--- src/logic/dld_pkg.sv ---
// Constants, register layout and angle helpers of the directional loop decision.
// Assumes magnitudes are unsigned and angles are signed whole degrees.
package dld_pkg;
    localparam int          DLD_W       = 16;
    localparam int          DLD_AW      = 10;
    localparam int          DLD_NLOOP   = 6;
    localparam int          DLD_NPP     = 3;
    localparam logic [11:0] DLD_OFF_CTRL   = 12'h000;
    localparam logic [11:0] DLD_OFF_ANGLE  = 12'h004;
    localparam logic [11:0] DLD_OFF_RATED  = 12'h008;
    localparam logic [11:0] DLD_OFF_STATUS = 12'h00C;
    localparam int          DLD_CTL_ISO  = 0;
    localparam int          DLD_CTL_DIR  = 1;
    localparam int          DLD_CTL_VTND = 3;
    localparam int          DLD_CTL_RMS  = 4;
    localparam int          DLD_CTL_UINV = 5;
    localparam int          DLD_CTL_IINV = 6;
    localparam int          DLD_CTL_EN   = 7;
    localparam logic        DLD_EN_RST   = 1'h1;
    localparam logic [1:0]  DLD_DIR_FWD    = 2'h0;
    localparam logic [1:0]  DLD_DIR_BWD    = 2'h1;
    localparam logic [1:0]  DLD_DIR_NON_DIRECTIONAL = 2'h2;
    localparam int          DLD_ROA_LSB = 0;
    localparam int          DLD_RCA_LSB = 16;
    localparam logic [6:0]  DLD_ROA_MIN = 7'h0A;
    localparam logic [6:0]  DLD_ROA_MAX = 7'h55;
    localparam logic [6:0]  DLD_ROA_RST = 7'h3C;
    localparam logic signed [7:0] DLD_RCA_MIN = 8'hA6;
    localparam logic signed [7:0] DLD_RCA_MAX = 8'h5A;
    localparam logic signed [7:0] DLD_RCA_RST = 8'h3C;
    localparam int          DLD_URAT_LSB = 0;
    localparam int          DLD_IRAT_LSB = 16;
    localparam logic [15:0] DLD_URAT_RST = 16'h1000;
    localparam logic [15:0] DLD_IRAT_RST = 16'h1000;
    localparam int          DLD_ST_OK    = 0;
    localparam int          DLD_ST_EN    = 1;
    localparam int          DLD_ST_LOOP  = 2;
    localparam int          DLD_ST_SRC   = 5;
    localparam int          DLD_ST_BLK   = 7;
    localparam int          DLD_ST_ANG   = 8;
    localparam logic [1:0]  DLD_SRC_LOOP = 2'h0;
    localparam logic [1:0]  DLD_SRC_POS  = 2'h1;
    localparam logic [1:0]  DLD_SRC_MEM  = 2'h2;
    localparam logic [1:0]  DLD_SRC_NONE = 2'h3;
    localparam int          DLD_U_MIN_PCT = 5;
    localparam int          DLD_I_MIN_PCT = 8;
    localparam int          DLD_PCT_FULL  = 100;
    localparam logic signed [11:0] DLD_HALF = 12'h0B4;
    localparam logic signed [11:0] DLD_FULL = 12'h168;

    // Folds any sum of two angles back into -180 to 179 degrees.
    function automatic logic signed [DLD_AW-1:0] dld_wrap(
        input logic signed [11:0] a);
        logic signed [11:0] r;
        r = a;
        if (r >= DLD_HALF)
            r = r - DLD_FULL;
        if (r >= DLD_HALF)
            r = r - DLD_FULL;
        if (r < -DLD_HALF)
            r = r + DLD_FULL;
        if (r < -DLD_HALF)
            r = r + DLD_FULL;
        return r[DLD_AW-1:0];
    endfunction
endpackage

--- src/logic/dld_directional_loop_decision.sv ---
// Directional front end: fault loop choice, angle decision, current routing.
// Assumes an APB master on pclk, measurements from same-clock logic, and
// asynchronous switch-onto-fault and VT failure pins.
// Operation
// RQ1: Solid earth: smallest impedance among six loops.
// RQ2: Loop needs voltage above 5%, current 8%.
// RQ3: Isolated network uses phase-to-phase loops only.
// RQ4: Network type defaults solid; isolated for compensated.
// RQ5: Enable only when voltage and current suffice.
// RQ6: Angle of loop voltage against loop current.
// RQ7: Direction true when angle inside window.
// RQ8: Operating angle 10 to 85, default 60.
// RQ9: Characteristic angle -90 to 90, default 60.
// RQ10: Forward, backward or non-directional; polarity counts.
// RQ11: Low loop voltage: use positive-sequence voltage.
// RQ12: Positive sequence too low: use stored voltages.
// RQ13: Switch-onto-fault forces direction true, no delay.
// RQ14: VT failure with fallback: act non-directionally.
// RQ15: VT failure without fallback blocks the function.
// RQ16: Non-directional setting makes direction true.
// RQ17: Route fundamental or RMS currents, fundamental default.
// RQ18: Enables combine by AND before angle check.
// RQ19: Overcurrent released only while direction true.
// RQ20: Window is centre angle plus/minus width; backward turns.
`timescale 1ns/1ps
module dld_directional_loop_decision
    import dld_pkg::*;
(
    input  wire logic                               pclk,
    input  wire logic                               presetn,
    input  wire logic [11:0]                        paddr,
    input  wire logic                               psel,
    input  wire logic                               penable,
    input  wire logic                               pwrite,
    input  wire logic [31:0]                        pwdata,
    output logic      [31:0]                        prdata,
    output logic                                    pready,
    output logic                                    pslverr,
    input  wire logic [DLD_NLOOP-1:0][DLD_W-1:0]    loop_u_mag,
    input  wire logic [DLD_NLOOP-1:0][DLD_AW-1:0]   loop_u_ang,
    input  wire logic [DLD_NLOOP-1:0][DLD_W-1:0]    loop_i_mag,
    input  wire logic [DLD_NLOOP-1:0][DLD_AW-1:0]   loop_i_ang,
    input  wire logic [DLD_W-1:0]                   pos_u_mag,
    input  wire logic signed [DLD_AW-1:0]           pos_u_ang,
    input  wire logic [2:0][DLD_W-1:0]              i_fund,
    input  wire logic [2:0][DLD_W-1:0]              i_rms,
    input  wire logic                               switch_onto_fault_cond,
    input  wire logic                               vt_supervision_fail,
    output logic                                    direction_ok,
    output logic                                    oc_release,
    output logic      [2:0][DLD_W-1:0]              oc_current
);
    typedef enum logic {DLD_SCAN, DLD_DECIDE} dld_state_e;

    typedef struct packed {
        dld_state_e                             st;
        logic [2:0]                             idx;
        logic [2:0]                             best;
        logic [2:0]                             sel;
        logic                                   found;
        logic                                   best_uok;
        logic                                   iso_l;
        logic                                   iso;
        logic [1:0]                             dir;
        logic                                   vtnd;
        logic                                   rms;
        logic                                   uinv;
        logic                                   iinv;
        logic                                   en;
        logic [6:0]                             roa;
        logic signed [7:0]                      rca;
        logic [DLD_W-1:0]                       u_rat;
        logic [DLD_W-1:0]                       i_rat;
        logic                                   sotf_m;
        logic                                   sotf_s;
        logic                                   vtf_m;
        logic                                   vtf_s;
        logic [DLD_NLOOP-1:0][DLD_AW-1:0]       mem_ang;
        logic [DLD_NLOOP-1:0]                   mem_ok;
        logic                                   dir_ok;
        logic                                   dir_en;
        logic                                   blk;
        logic                                   rel;
        logic [DLD_AW-1:0]                      angle;
        logic [1:0]                             src;
        logic [31:0]                            prdata;
        logic                                   pready;
        logic                                   pslverr;
        logic [2:0][DLD_W-1:0]                  oc_cur;
    } dld_state_s;

    dld_state_s               q;
    dld_state_s               n;
    logic [DLD_NLOOP-1:0]     u_ok;
    logic [DLD_NLOOP-1:0]     i_ok;
    logic                     pos_ok;
    logic                     allowed;
    logic                     z_less;
    logic                     take;
    logic [1:0]               src_c;
    logic signed [DLD_AW-1:0] u_ang_c;
    logic signed [DLD_AW-1:0] ang_c;
    logic                     in_win;
    logic                     non_directional_c;
    logic                     blk_c;
    logic                     dir_en_c;
    logic                     wr_acc;
    logic                     hit;
    logic [6:0]               roa_w;
    logic signed [7:0]        rca_w;

    dld_loop_qualify #(.N(DLD_NLOOP)) u_qual (
        .u_mag   (loop_u_mag),
        .i_mag   (loop_i_mag),
        .u_rated (q.u_rat),
        .i_rated (q.i_rat),
        .u_ok    (u_ok),
        .i_ok    (i_ok)
    );

    dld_loop_qualify #(.N(1)) u_pos (
        .u_mag   (pos_u_mag),
        .i_mag   (pos_u_mag),
        .u_rated (q.u_rat),
        .i_rated (q.i_rat),
        .u_ok    (pos_ok),
        .i_ok    ()
    );

    dld_angle_window u_win (
        .angle    (ang_c),
        .rca      (q.rca),
        .roa      (q.roa),
        .backward (q.dir == DLD_DIR_BWD),
        .flip     (q.uinv ^ q.iinv),
        .in_win   (in_win)
    );

    // Impedances are compared by cross products, so no divider is needed.
    assign allowed = !q.iso_l || (q.idx < 3'(DLD_NPP)); // RQ3 RQ1
    assign z_less  = 32'(loop_u_mag[q.idx]) * 32'(loop_i_mag[q.best])
                   < 32'(loop_u_mag[q.best]) * 32'(loop_i_mag[q.idx]);
    // A loop that meets the voltage level beats one that does not.
    assign take = allowed && i_ok[q.idx] // RQ2
               && (!q.found || (u_ok[q.idx] && !q.best_uok)
                   || (u_ok[q.idx] == q.best_uok && z_less)); // RQ1

    assign src_c = u_ok[q.best]      ? DLD_SRC_LOOP :
                   pos_ok            ? DLD_SRC_POS  : // RQ11
                   q.mem_ok[q.best]  ? DLD_SRC_MEM  : // RQ12
                                       DLD_SRC_NONE;
    assign u_ang_c = (src_c == DLD_SRC_POS) ? pos_u_ang :
                     (src_c == DLD_SRC_MEM) ? q.mem_ang[q.best] :
                                              loop_u_ang[q.best];
    assign ang_c = dld_wrap(12'(u_ang_c)
                 - 12'(signed'(loop_i_ang[q.best]))); // RQ6
    assign dir_en_c = q.found && (src_c != DLD_SRC_NONE); // RQ5 RQ18
    assign blk_c    = q.vtf_s && !q.vtnd; // RQ15
    assign non_directional_c = (q.dir == DLD_DIR_NON_DIRECTIONAL)
                   || (q.vtf_s && q.vtnd); // RQ16 RQ14

    assign wr_acc = psel && penable && pwrite && q.pready;
    assign hit    = paddr == DLD_OFF_CTRL || paddr == DLD_OFF_ANGLE
                 || paddr == DLD_OFF_RATED || paddr == DLD_OFF_STATUS;
    assign roa_w  = pwdata[DLD_ROA_LSB +: 7];
    assign rca_w  = pwdata[DLD_RCA_LSB +: 8];

    always_comb
    begin
        n = q;
        n.sotf_m = switch_onto_fault_cond;
        n.sotf_s = q.sotf_m;
        n.vtf_m  = vt_supervision_fail;
        n.vtf_s  = q.vtf_m;
        n.oc_cur = q.rms ? i_rms : i_fund; // RQ17
        n.pready = psel && !penable && !q.pready;
        if (psel && !penable)
        begin
            n.pslverr = !hit;
            n.prdata  = 32'h00000000;
            case (paddr)
                DLD_OFF_CTRL:
                begin
                    n.prdata[DLD_CTL_ISO]      = q.iso;
                    n.prdata[DLD_CTL_DIR +: 2] = q.dir;
                    n.prdata[DLD_CTL_VTND]     = q.vtnd;
                    n.prdata[DLD_CTL_RMS]      = q.rms;
                    n.prdata[DLD_CTL_UINV]     = q.uinv;
                    n.prdata[DLD_CTL_IINV]     = q.iinv;
                    n.prdata[DLD_CTL_EN]       = q.en;
                end
                DLD_OFF_ANGLE:
                begin
                    n.prdata[DLD_ROA_LSB +: 7] = q.roa;
                    n.prdata[DLD_RCA_LSB +: 8] = q.rca;
                end
                DLD_OFF_RATED:
                begin
                    n.prdata[DLD_URAT_LSB +: DLD_W] = q.u_rat;
                    n.prdata[DLD_IRAT_LSB +: DLD_W] = q.i_rat;
                end
                DLD_OFF_STATUS:
                begin
                    n.prdata[DLD_ST_OK]            = q.dir_ok;
                    n.prdata[DLD_ST_EN]            = q.dir_en;
                    n.prdata[DLD_ST_LOOP +: 3]     = q.sel;
                    n.prdata[DLD_ST_SRC +: 2]      = q.src;
                    n.prdata[DLD_ST_BLK]           = q.blk;
                    n.prdata[DLD_ST_ANG +: DLD_AW] = q.angle;
                end
                default: n.prdata = 32'h00000000;
            endcase
        end
        if (wr_acc)
        begin
            case (paddr)
                DLD_OFF_CTRL:
                begin
                    n.iso  = pwdata[DLD_CTL_ISO]; // RQ4
                    n.dir  = pwdata[DLD_CTL_DIR +: 2]; // RQ10
                    n.vtnd = pwdata[DLD_CTL_VTND];
                    n.rms  = pwdata[DLD_CTL_RMS];
                    n.uinv = pwdata[DLD_CTL_UINV];
                    n.iinv = pwdata[DLD_CTL_IINV];
                    n.en   = pwdata[DLD_CTL_EN];
                end
                DLD_OFF_ANGLE:
                begin
                    // Out-of-range settings are dropped, the old one stays.
                    if (roa_w >= DLD_ROA_MIN && roa_w <= DLD_ROA_MAX)
                        n.roa = roa_w; // RQ8
                    if (rca_w >= DLD_RCA_MIN && rca_w <= DLD_RCA_MAX)
                        n.rca = rca_w; // RQ9
                end
                DLD_OFF_RATED:
                begin
                    n.u_rat = pwdata[DLD_URAT_LSB +: DLD_W];
                    n.i_rat = pwdata[DLD_IRAT_LSB +: DLD_W];
                end
                default: n.en = q.en;
            endcase
        end
        case (q.st)
            DLD_SCAN:
            begin
                // Only healthy voltages are kept, so memory holds pre-fault.
                if (u_ok[q.idx])
                begin
                    n.mem_ang[q.idx] = loop_u_ang[q.idx]; // RQ12
                    n.mem_ok[q.idx]  = 1'b1;
                end
                if (take)
                begin
                    n.best     = q.idx;
                    n.found    = 1'b1;
                    n.best_uok = u_ok[q.idx];
                end
                if (q.idx == 3'(DLD_NLOOP - 1))
                    n.st = DLD_DECIDE;
                else
                    n.idx = q.idx + 3'h1;
            end
            DLD_DECIDE:
            begin
                n.dir_en = dir_en_c;
                n.blk    = blk_c;
                n.angle  = ang_c;
                n.src    = src_c;
                // The scan winner moves during a scan, so status shows it held.
                n.sel    = q.best; // RQ1
                n.dir_ok = !blk_c && (q.sotf_s || non_directional_c // RQ13 RQ16
                           || (dir_en_c && in_win)); // RQ7 RQ18
                n.rel    = q.en && !blk_c && (q.sotf_s || non_directional_c
                           || (dir_en_c && in_win)); // RQ19
                n.st       = DLD_SCAN;
                n.idx      = 3'h0;
                n.found    = 1'b0;
                n.best     = 3'h0;
                n.best_uok = 1'b0;
                n.iso_l    = q.iso; // RQ3
            end
            default: n.st = DLD_SCAN;
        endcase
    end

    always_ff @(posedge pclk or negedge presetn)
    begin
        if (!presetn)
        begin
            q       <= '0;
            q.st    <= DLD_SCAN;
            q.dir   <= DLD_DIR_FWD; // RQ10
            q.en    <= DLD_EN_RST;
            q.roa   <= DLD_ROA_RST; // RQ8
            q.rca   <= DLD_RCA_RST; // RQ9
            q.u_rat <= DLD_URAT_RST;
            q.i_rat <= DLD_IRAT_RST;
            q.src   <= DLD_SRC_NONE;
        end
        else
            q <= n;
    end

    assign prdata       = q.prdata;
    assign pready       = q.pready;
    assign pslverr      = q.pslverr;
    assign direction_ok = q.dir_ok;
    assign oc_release   = q.rel;
    assign oc_current   = q.oc_cur;
endmodule // dld_directional_loop_decision

--- src/logic/dld_loop_qualify.sv ---
// Level check of loop voltages and currents against the rated values.
// Assumes magnitudes and rated values share one scale on the same clock.
`timescale 1ns/1ps
module dld_loop_qualify
    import dld_pkg::*;
#(
    parameter int N = DLD_NLOOP
)(
    input  wire logic [N-1:0][DLD_W-1:0] u_mag,
    input  wire logic [N-1:0][DLD_W-1:0] i_mag,
    input  wire logic [DLD_W-1:0]        u_rated,
    input  wire logic [DLD_W-1:0]        i_rated,
    output logic      [N-1:0]            u_ok,
    output logic      [N-1:0]            i_ok
);
    logic [31:0] u_lim;
    logic [31:0] i_lim;

    if (N < 1)
    begin : g_bad_n
        $error("dld_loop_qualify needs at least one loop.");
    end

    // Scaling by a hundred avoids a divider for the percentages.
    assign u_lim = 32'(u_rated) * 32'(DLD_U_MIN_PCT);
    assign i_lim = 32'(i_rated) * 32'(DLD_I_MIN_PCT);

    for (genvar k = 0; k < N; k++)
    begin : g_loop
        assign u_ok[k] = 32'(u_mag[k]) * 32'(DLD_PCT_FULL) > u_lim;
        assign i_ok[k] = 32'(i_mag[k]) * 32'(DLD_PCT_FULL) >= i_lim;
    end
endmodule // dld_loop_qualify

--- src/logic/dld_angle_window.sv ---
// Angle window test of the direction decision.
// Assumes angles in whole degrees, the current being the reference.
`timescale 1ns/1ps
module dld_angle_window
    import dld_pkg::*;
(
    input  wire logic signed [DLD_AW-1:0] angle,
    input  wire logic signed [7:0]        rca,
    input  wire logic [6:0]               roa,
    input  wire logic                     backward,
    input  wire logic                     flip,
    output logic                          in_win
);
    logic signed [11:0]       rot;
    logic signed [DLD_AW-1:0] centre;
    logic signed [DLD_AW-1:0] dev;
    logic [DLD_AW-1:0]        mag;

    // Reversed polarity and backward sense each turn the window over.
    assign rot    = (backward ^ flip) ? DLD_HALF : 12'h000;
    assign centre = dld_wrap(12'(rca) + rot); // RQ20 RQ10
    assign dev    = dld_wrap(12'(angle) - 12'(centre));
    assign mag    = dev[DLD_AW-1] ? DLD_AW'(-dev) : DLD_AW'(dev);
    assign in_win = mag <= DLD_AW'(roa); // RQ7 RQ20
endmodule // dld_angle_window

--- config.mk ---
export PLATFORM = sky130hd
export DESIGN_NAME = dld_directional_loop_decision
export DESIGN_NICKNAME = d
export VERILOG_FILES = /design/src/logic/dld_pkg.sv /design/src/logic/dld_directional_loop_decision.sv /design/src/logic/dld_loop_qualify.sv /design/src/logic/dld_angle_window.sv
export SDC_FILE = /design/constraint.sdc
export NUM_CORES = 2
export LEC_CHECK = 0
export ABC_CLOCK_PERIOD_IN_PS = 20800
export BUFFER_PORTS_ARGS = -buffer_cell sky130_fd_sc_hd__buf_2
export CAP_MARGIN = 15
export CORE_UTILIZATION = 45
export DETAILED_ROUTE_END_ITERATION = 12
export GPL_TIMING_DRIVEN = 0
export PLACE_DENSITY_LB_ADDON = 0.08
export SYNTH_ARGS = -nofsm -noshare
export SYNTH_HDL_FRONTEND = slang
export SYNTH_SLANG_ARGS = --single-unit
--- constraint.sdc ---
create_clock -name pclk -period 20.8 [get_ports pclk]
set_input_delay 3.12 -clock pclk [delete_from_list [all_inputs] [get_ports pclk]]
set_output_delay 3.12 -clock pclk [all_outputs]
set_load 0.01 [all_outputs]
---- Word-level counts from Yosys, hierarchy flattened ----
Index checks and enable logic that the tools add are counted.
storage, ports and cells
  output and inout bits ................... 84
  register bits ........................... 236
operators by class
  bitwise operators ....................... 4
  add/subtract/negate cells ............... 17
  $mul .................................... 16
  equal/unequal tests ..................... 12
  mux-type cells .......................... 61
  reductions and logical operators ........ 42
  $lt $le $gt $ge ......................... 35
operators by type and width
  cell                                                                count
  multiplier 16 x 5 -> 21 bit, second input constant                  13
  binary-select mux 16 bit (select 3 bit)                             4
  > comparator 23 x 19 -> 1 bit                                       7
  greater-or-equal comparator 23 x 19 -> 1 bit                        6
  binary-select mux 10 bit (select 3 bit)                             4
  2-to-1 mux 10 bit                                                   11
  2-to-1 mux 12 bit                                                   9
  < comparator 12 x 9 -> 1 bit, second input constant                 6
  multiplier 16 x 16 -> 32 bit                                        2
  2-to-1 mux 16 bit                                                   4
  bitwise mux 60 bit                                                  1
  greater-or-equal comparator 12 x 9 -> 1 bit, second input constant  5
  subtractor 12 x 10 -> 12 bit, second input constant                 5
  2-to-1 mux 48 bit                                                   1
  adder 12 x 10 -> 12 bit, second input constant                      3
  < comparator 32 bit                                                 1
  adder 10 bit, second input constant                                 3
  demux 10 bit (select 3 bit)                                         1
  case mux 7 bit (4 select lines)                                     1
  equality test 12 x 4 -> 1 bit, second input constant                2
  subtractor 10 x 10 -> 11 bit                                        2
  logical AND 1 bit                                                   19
  multiplier 16 x 3 -> 19 bit, second input constant                  1
  2-to-1 mux 8 bit                                                    2
  other kinds (38)                                                    74

---- Logic depth before layout (Yosys ltp) ----
  depth after elaboration ................. 32
  mapped depth ............................ 103
  mapped depth without buffers ............ 99

---- Modules after synthesis ----
Synthesis repeated with hierarchy kept, for this count alone.
unflattened totals
  cell total of the unflattened synthesis .. 7508
  area, all modules ....................... 64883.5 um^2
modules (own cells, without submodules)
  module                         area each (um^2)  times used  sequential area each (um^2)  cells an instance
  dld_directional_loop_decision  33121.8           1           5921.9                       3612
  dld_loop_qualify at u_qual     23799.1           1           0.0                          2876
  dld_loop_qualify at u_pos      4769.6            1           0.0                          583
  dld_angle_window               3193.1            1           0.0                          437

---- Least setup slack after synthesis ----
OpenSTA, ideal clock, no wires.
  kind .................................... input-to-reg
  from .................................... in loop_u_mag[34] in the netlist's numbering
  to ...................................... reg q, in the netlist oc_release
  stages .................................. 93
  data arrival time ....................... 20.869 ns
  setup slack ............................. -0.147 ns
  cell sequence ........................... ha_1 > ha_1 > fa_1 > ha_1 > a21o_1 > a21oi_1 > o21bai_1 > a21oi_1 > o21ai_0 > a211oi_1 > o21ai_0 > nand2_1 > xnor2_1 > ha_1 > nand4_1 > or2_2 > or4_1 > a21oi_1 > [... 57 more ...] > a31oi_2 > o21ai_2 > xor2_4 > nand2_1 > o21ai_0 > ha_1 > nor2b_1 > o21ai_0 > nand2b_1 > a21oi_1 > nor2b_1 > o21ai_0 > nand2b_1 > a21oi_1 > o21bai_1 > o41ai_2 > a31oi_1 > o2bb2ai_1
between the ends
  longest elaborated chain between the ends .. 32
  elaborated cells on any way between the ends .. 43
ends and longest elaborated chain
  what                                                          RTL line                              RTL
  start: declaration                                            dld_directional_loop_decision.sv:39   input wire logic [DLD_NLOOP-1:0][DLD_W-1:0] loop_u_mag,
  multiplier 16 x 5 -> 21 bit *                                 dld_loop_qualify.sv:30                assign u_ok[k] = 32'(u_mag[k]) * 32'(DLD_PCT_FULL) > u_lim;
  > comparator 23 x 19 -> 1 bit *                               dld_loop_qualify.sv:30
  binary-select mux 1 bit (select 3 bit) *                      dld_directional_loop_decision.sv:148  assign src_c = u_ok[q.best] ? DLD_SRC_LOOP :
  2-to-1 mux 1 bit (implied by the code) *                      dld_directional_loop_decision.sv:148
  2-to-1 mux 2 bit *                                            dld_directional_loop_decision.sv:148
  equality test 2 bit                                           dld_directional_loop_decision.sv:153  (src_c == DLD_SRC_MEM) ? q.mem_ang[q.best] :
  2-to-1 mux 10 bit                                             dld_directional_loop_decision.sv:153
  2-to-1 mux 10 bit *                                           dld_directional_loop_decision.sv:152  assign u_ang_c = (src_c == DLD_SRC_POS) ? pos_u_ang :
  [... 9 more ...]                                              -
  net ang_c[3]                                                  dld_directional_loop_decision.sv:102  logic signed [DLD_AW-1:0] ang_c;
  [... 7 more ...]                                              -
  adder 10 bit or < comparator 12 x 9 -> 1 bit (tied branches)  dld_pkg.sv:63, dld_pkg.sv:62
  2-to-1 mux 10 bit *                                           dld_pkg.sv:62                         if (r < -DLD_HALF)
  negator 10 bit                                                dld_angle_window.sv:23                assign mag = dev[DLD_AW-1] ? DLD_AW'(-dev) : DLD_AW'(dev);
  2-to-1 mux 10 bit *                                           dld_angle_window.sv:23
  less-or-equal comparator 10 x 7 -> 1 bit *                    dld_angle_window.sv:24                assign in_win = mag <= DLD_AW'(roa);
  logical AND 1 bit *                                           dld_directional_loop_decision.sv:274  || (dir_en_c && in_win));
  logical OR 1 bit *                                            dld_directional_loop_decision.sv:274
  logical AND 1 bit *                                           dld_directional_loop_decision.sv:273  n.rel = q.en && !blk_c && (q.sotf_s || non_directional_c
  end signal: assignment                                        dld_directional_loop_decision.sv:301  q <= n;
  end: declaration                                              dld_directional_loop_decision.sv:92   dld_state_s q;
The timed path passes the listed nets; every way through them passes the cells marked *. The select of a mux whose other input is x is not followed.
A chain may end at the register's enable or synchronous reset.

---- Worst setup path in the final report ----
  from .................................... in loop_u_mag[51] in the netlist's numbering
  to ...................................... reg q, in the netlist direction_ok
between the ends
  longest elaborated chain between the ends .. 32
  elaborated cells on any way between the ends .. 43
ends and longest elaborated chain
  what                                                          RTL line                              RTL
  multiplier 16 x 5 -> 21 bit *                                 dld_loop_qualify.sv:30
  > comparator 23 x 19 -> 1 bit *                               dld_loop_qualify.sv:30
  binary-select mux 1 bit (select 3 bit) *                      dld_directional_loop_decision.sv:148
  2-to-1 mux 1 bit (implied by the code) *                      dld_directional_loop_decision.sv:148
  2-to-1 mux 2 bit *                                            dld_directional_loop_decision.sv:148
  equality test 2 bit                                           dld_directional_loop_decision.sv:153
  2-to-1 mux 10 bit                                             dld_directional_loop_decision.sv:153
  2-to-1 mux 10 bit *                                           dld_directional_loop_decision.sv:152
  [... 9 more ...]                                              -
  net ang_c[3]                                                  dld_directional_loop_decision.sv:102
  [... 7 more ...]                                              -
  adder 10 bit or < comparator 12 x 9 -> 1 bit (tied branches)  dld_pkg.sv:63, dld_pkg.sv:62
  2-to-1 mux 10 bit *                                           dld_pkg.sv:62
  negator 10 bit                                                dld_angle_window.sv:23
  2-to-1 mux 10 bit *                                           dld_angle_window.sv:23
  less-or-equal comparator 10 x 7 -> 1 bit *                    dld_angle_window.sv:24
  logical AND 1 bit *                                           dld_directional_loop_decision.sv:272  || (dir_en_c && in_win));
  logical OR 1 bit *                                            dld_directional_loop_decision.sv:272
  logical AND 1 bit *                                           dld_directional_loop_decision.sv:271  n.dir_ok = !blk_c && (q.sotf_s || non_directional_c
Marked as above.

==> results.md <==
* Outcome: complete, but fails checks
* Failing checks: slew limit
* CORE AREA at 136000 sq um
* Aggregate global-route resource usage at 31.5%
* CP max stage delay at 0.55 ns
* Post-synthesis simple-gate area fraction at 11.8%
* Routed WL at 222000 um
* GP Congestion at 0.979
* Post-synthesis mux area share at 7.82%
* Die area at 138000 sq um
* I/O Buffers at 568
* Final WS setup at 0.225 ns
* Min-delay worst type: reg2reg
* Adder-cell share of the synthesized area at 42.0%
* Vias in the first global route at 53228
* Min cycle time layout at 20.58 ns
* Worst-path fanout max at 7
* Place WS at -4.43 ns
* Fin cells at 9627
* Compound-Gate Fraction of Synth Area at 14.6%
* CTS H-Tree Depth at 1
* Area grow syn2layout at 14.4%
* Max Buffers Root-to-Sink at 3
* Synth cell types at 117
* Fill count at 12976
* DRC Markers at 0
* Startpoint class of the critical path: input port
* CP required at 21.33 ns
* Synth Cell Area at 61600 sq um
* Via/cell ratio at 5.66
* Ys flop type: dfrtp_1
* Largest family of logic cells by synthesized area: adder cells
* R2R Path Start: q[185]
* Clk sink count at 236
* Final setup vio count at 0
* Endpoint class of the critical path: flip-flop
* Period utilisation layout at 98.9%
* GR Overflow Total at 0
* Global-route wire length before repair at 328000 um
* Nets at 10039
* Final HPWL DP at 187000 um
* R2R Setup Slk at 1.00 ns
* Async SR Flop Fraction at 100%
* Worst reg2reg endpoint: direction_ok
* Post-synthesis average cell area at 8.70 sq um
* F_max at 0.0486 GHz
* DR iter-0 viols at 4251
* Ports at 569
* Initial Utilization at 45.4%
* DR WL/cell at 23.0 um
* Worst setup path end: direction_ok
* Synth top area cells: ha_1 (25%), fa_1 (17%), dfrtp_1 (9.1%)
* Synth Area in XOR/XNOR at 4.02%
* Fin Clk Skew at 0.0653 ns
* Rel. slew slack at -0.836%
* Core Rows at 135
* RSZ-0062 raised after global routing: yes
* Yosys warns at 0
* Layout cells sized above 1 at 17.7%
* Pins over their slew limit at 6
* Chip width at 372 um
* Cell mode on critical path: ha_4
* DR pass1 iterations at 7
* WP data arrival at 21.10 ns
* R2R depth at 94
* CTS buffer count at 26
* Dpl cells at 9460
* CTS clk-pin slew, worst paths at 0.06 ns
* Gate Count Post-Synth at 7079
* Seq/Total Area, Yosys at 9.61%
* Maxcap violations at 0
* TritonCTS clock tree: done
* Via count at 54465
* Hold_buf cts at 0
* Highest-delay cell along the critical path: or4_4
* Register area at 5920 sq um
* Multi-input logic area at 50900 sq um
* Critical Path Start: loop_u_mag[51]
* Clock root buffer master: clkbuf_16
* Die Y at 372 um
* Worst Tran Pin Value at 1.51 ns
* Syn Nets at 9311
* Worst-Skew Late Latency at 0.64 ns
* Number of flops mapped to enable cells by yosys at 0
* Synth Register Bits at 236
* Critical path class: in2reg
* Initial antenna violation count at 49
* Synth area leader: ha_1
* Area share of the largest cell type after synthesis at 24.6%
* Final Hold Vio Count at 0
* Largest net degree at the start of global routing at 89
* Routed Antenna Nets at 0
==> synthesized netlist by cell type, types with 27 or more instances <==
cell,instances
and2_1,62
nor3_1,78
a21oi_1,284
inv_1,1302
o21ai_0,258
a21o_1,137
mux4_2,71
a31oi_1,29
ha_1,1213
o21bai_1,35
o211ai_1,27
fa_1,534
nand4_1,57
nand3_1,100
a21boi_0,42
o21a_1,85
nand2b_1,50
a211oi_1,30
buf_1,33
xor2_1,67
a22oi_1,118
buf_4,82
xnor2_1,199
nor2_1,372
mux2i_1,114
nor2b_1,83
dfrtp_1,223
nand2_1,585
mux2_2,182
clkbuf_1,137
==> per-layer routing <==
layer	vias up	global-route usage (%)	wire [um]
met5	-	0	169
met1	26419	40.9	92500
met2	2074	51.4	101000
li1	25439	-	-
met4	28	12.5	11200
met3	505	5.85	17200
==> what timing repair did <==
item	in CTS	in global routing
setup endpoints to repair	2	2
buffers inserted	52	45
pin swaps	54	93
resized for setup	155	153
==> how the worst min path moves through the flow <==
stage / startpoint / end / slack (ns) / depth (start not counted)
after global routing: n[166] / q[166] / 0.35 / 0
after detailed placement: n[166] / q[166] / 0.34 / 0
after global placement: n[166] / q[166] / 0.33 / 0
final: n[166] / q[166] / 0.34 / 0
after floorplan: n[164] / q[164] / 0.33 / 0
after CTS: n[166] / q[166] / 0.34 / 0
==> registers in the layout (all words and copies together) (netlist names) <==
signal / cells
q: 150
oc_current: 48
prdata: 32
n: 2
direction_ok: 1
oc_release: 1
pready: 1
pslverr: 1
==> cell usage in the layout (no fill, tap or decap), types with 27 or more instances in the layout <==
cell type / count
inv_1: 1299
fa_1: 531
mux2_2: 179
nand4_1: 57
o21bai_1: 33
ha_1: 1184
a21boi_0: 42
mux4_2: 71
buf_2: 566
nand2_1: 583
nor2_1: 363
a21oi_1: 261
a31oi_1: 29
a21o_1: 137
xor2_1: 61
and2_1: 60
nand2b_1: 49
mux2i_1: 111
o211ai_1: 27
a22oi_1: 118
nor2b_1: 79
o21ai_0: 235
nor3_1: 68
xnor2_1: 182
clkbuf_1: 128
o21a_1: 84
nand3_1: 100
buf_1: 31
buf_4: 195
dfrtp_1: 223
==> area by class of cell <==
class / instances / share of cell area, %
multi-input combinational: 5267 / 72.2
antenna: 19 / 0.0675
clock inverter: 16 / 0.256
clock buffer: 32 / 0.998
sequential: 236 / 8.41
timing repair buffer: 705 / 5.95
tap: 1781 / 3.16
buffer: 261 / 1.96
inverter: 1310 / 7.00
==> cell families after synthesis <==
kind of cell / Yosys count
XOR/XNOR: 273
buffers and inverters: 1576
AND/OR/NAND/NOR: 1554
adder cells (fa/ha/maj): 1747
multiplexers: 369
AO/OA/AOI/OAI: 1324
flip-flops: 236
==> worst max-delay path: cells and delay by family <==
kind            cells  cell delay (ns)
compound gates     38             7.03
fa+ha+maj          12             3.17
simple gates       26             5.48
mux                 2             0.43
buf+inv             7             0.91
xor+xnor            6             0.93
==> per-stage QoR <==
step | cell area (sq um) | hold slack [ns] | setup TNS (ns) | util (%)
finish | 70400 | 0.335 | 0 | 51.9
global route | 70400 | 0.354 | -0.950 | 51.9
CTS | 69200 | 0.341 | 0 | 51.0
detailed placement | 67200 | 0.342 | -8.86 | 49.6
global placement | 66700 | 0.333 | -8.66 | 49.2
floorplan | 61600 | 0.331 | 0 | -
Power is left out: the tool's default activity adds up to more than one toggle a clock period on the data nets, which glitch-free logic cannot reach.
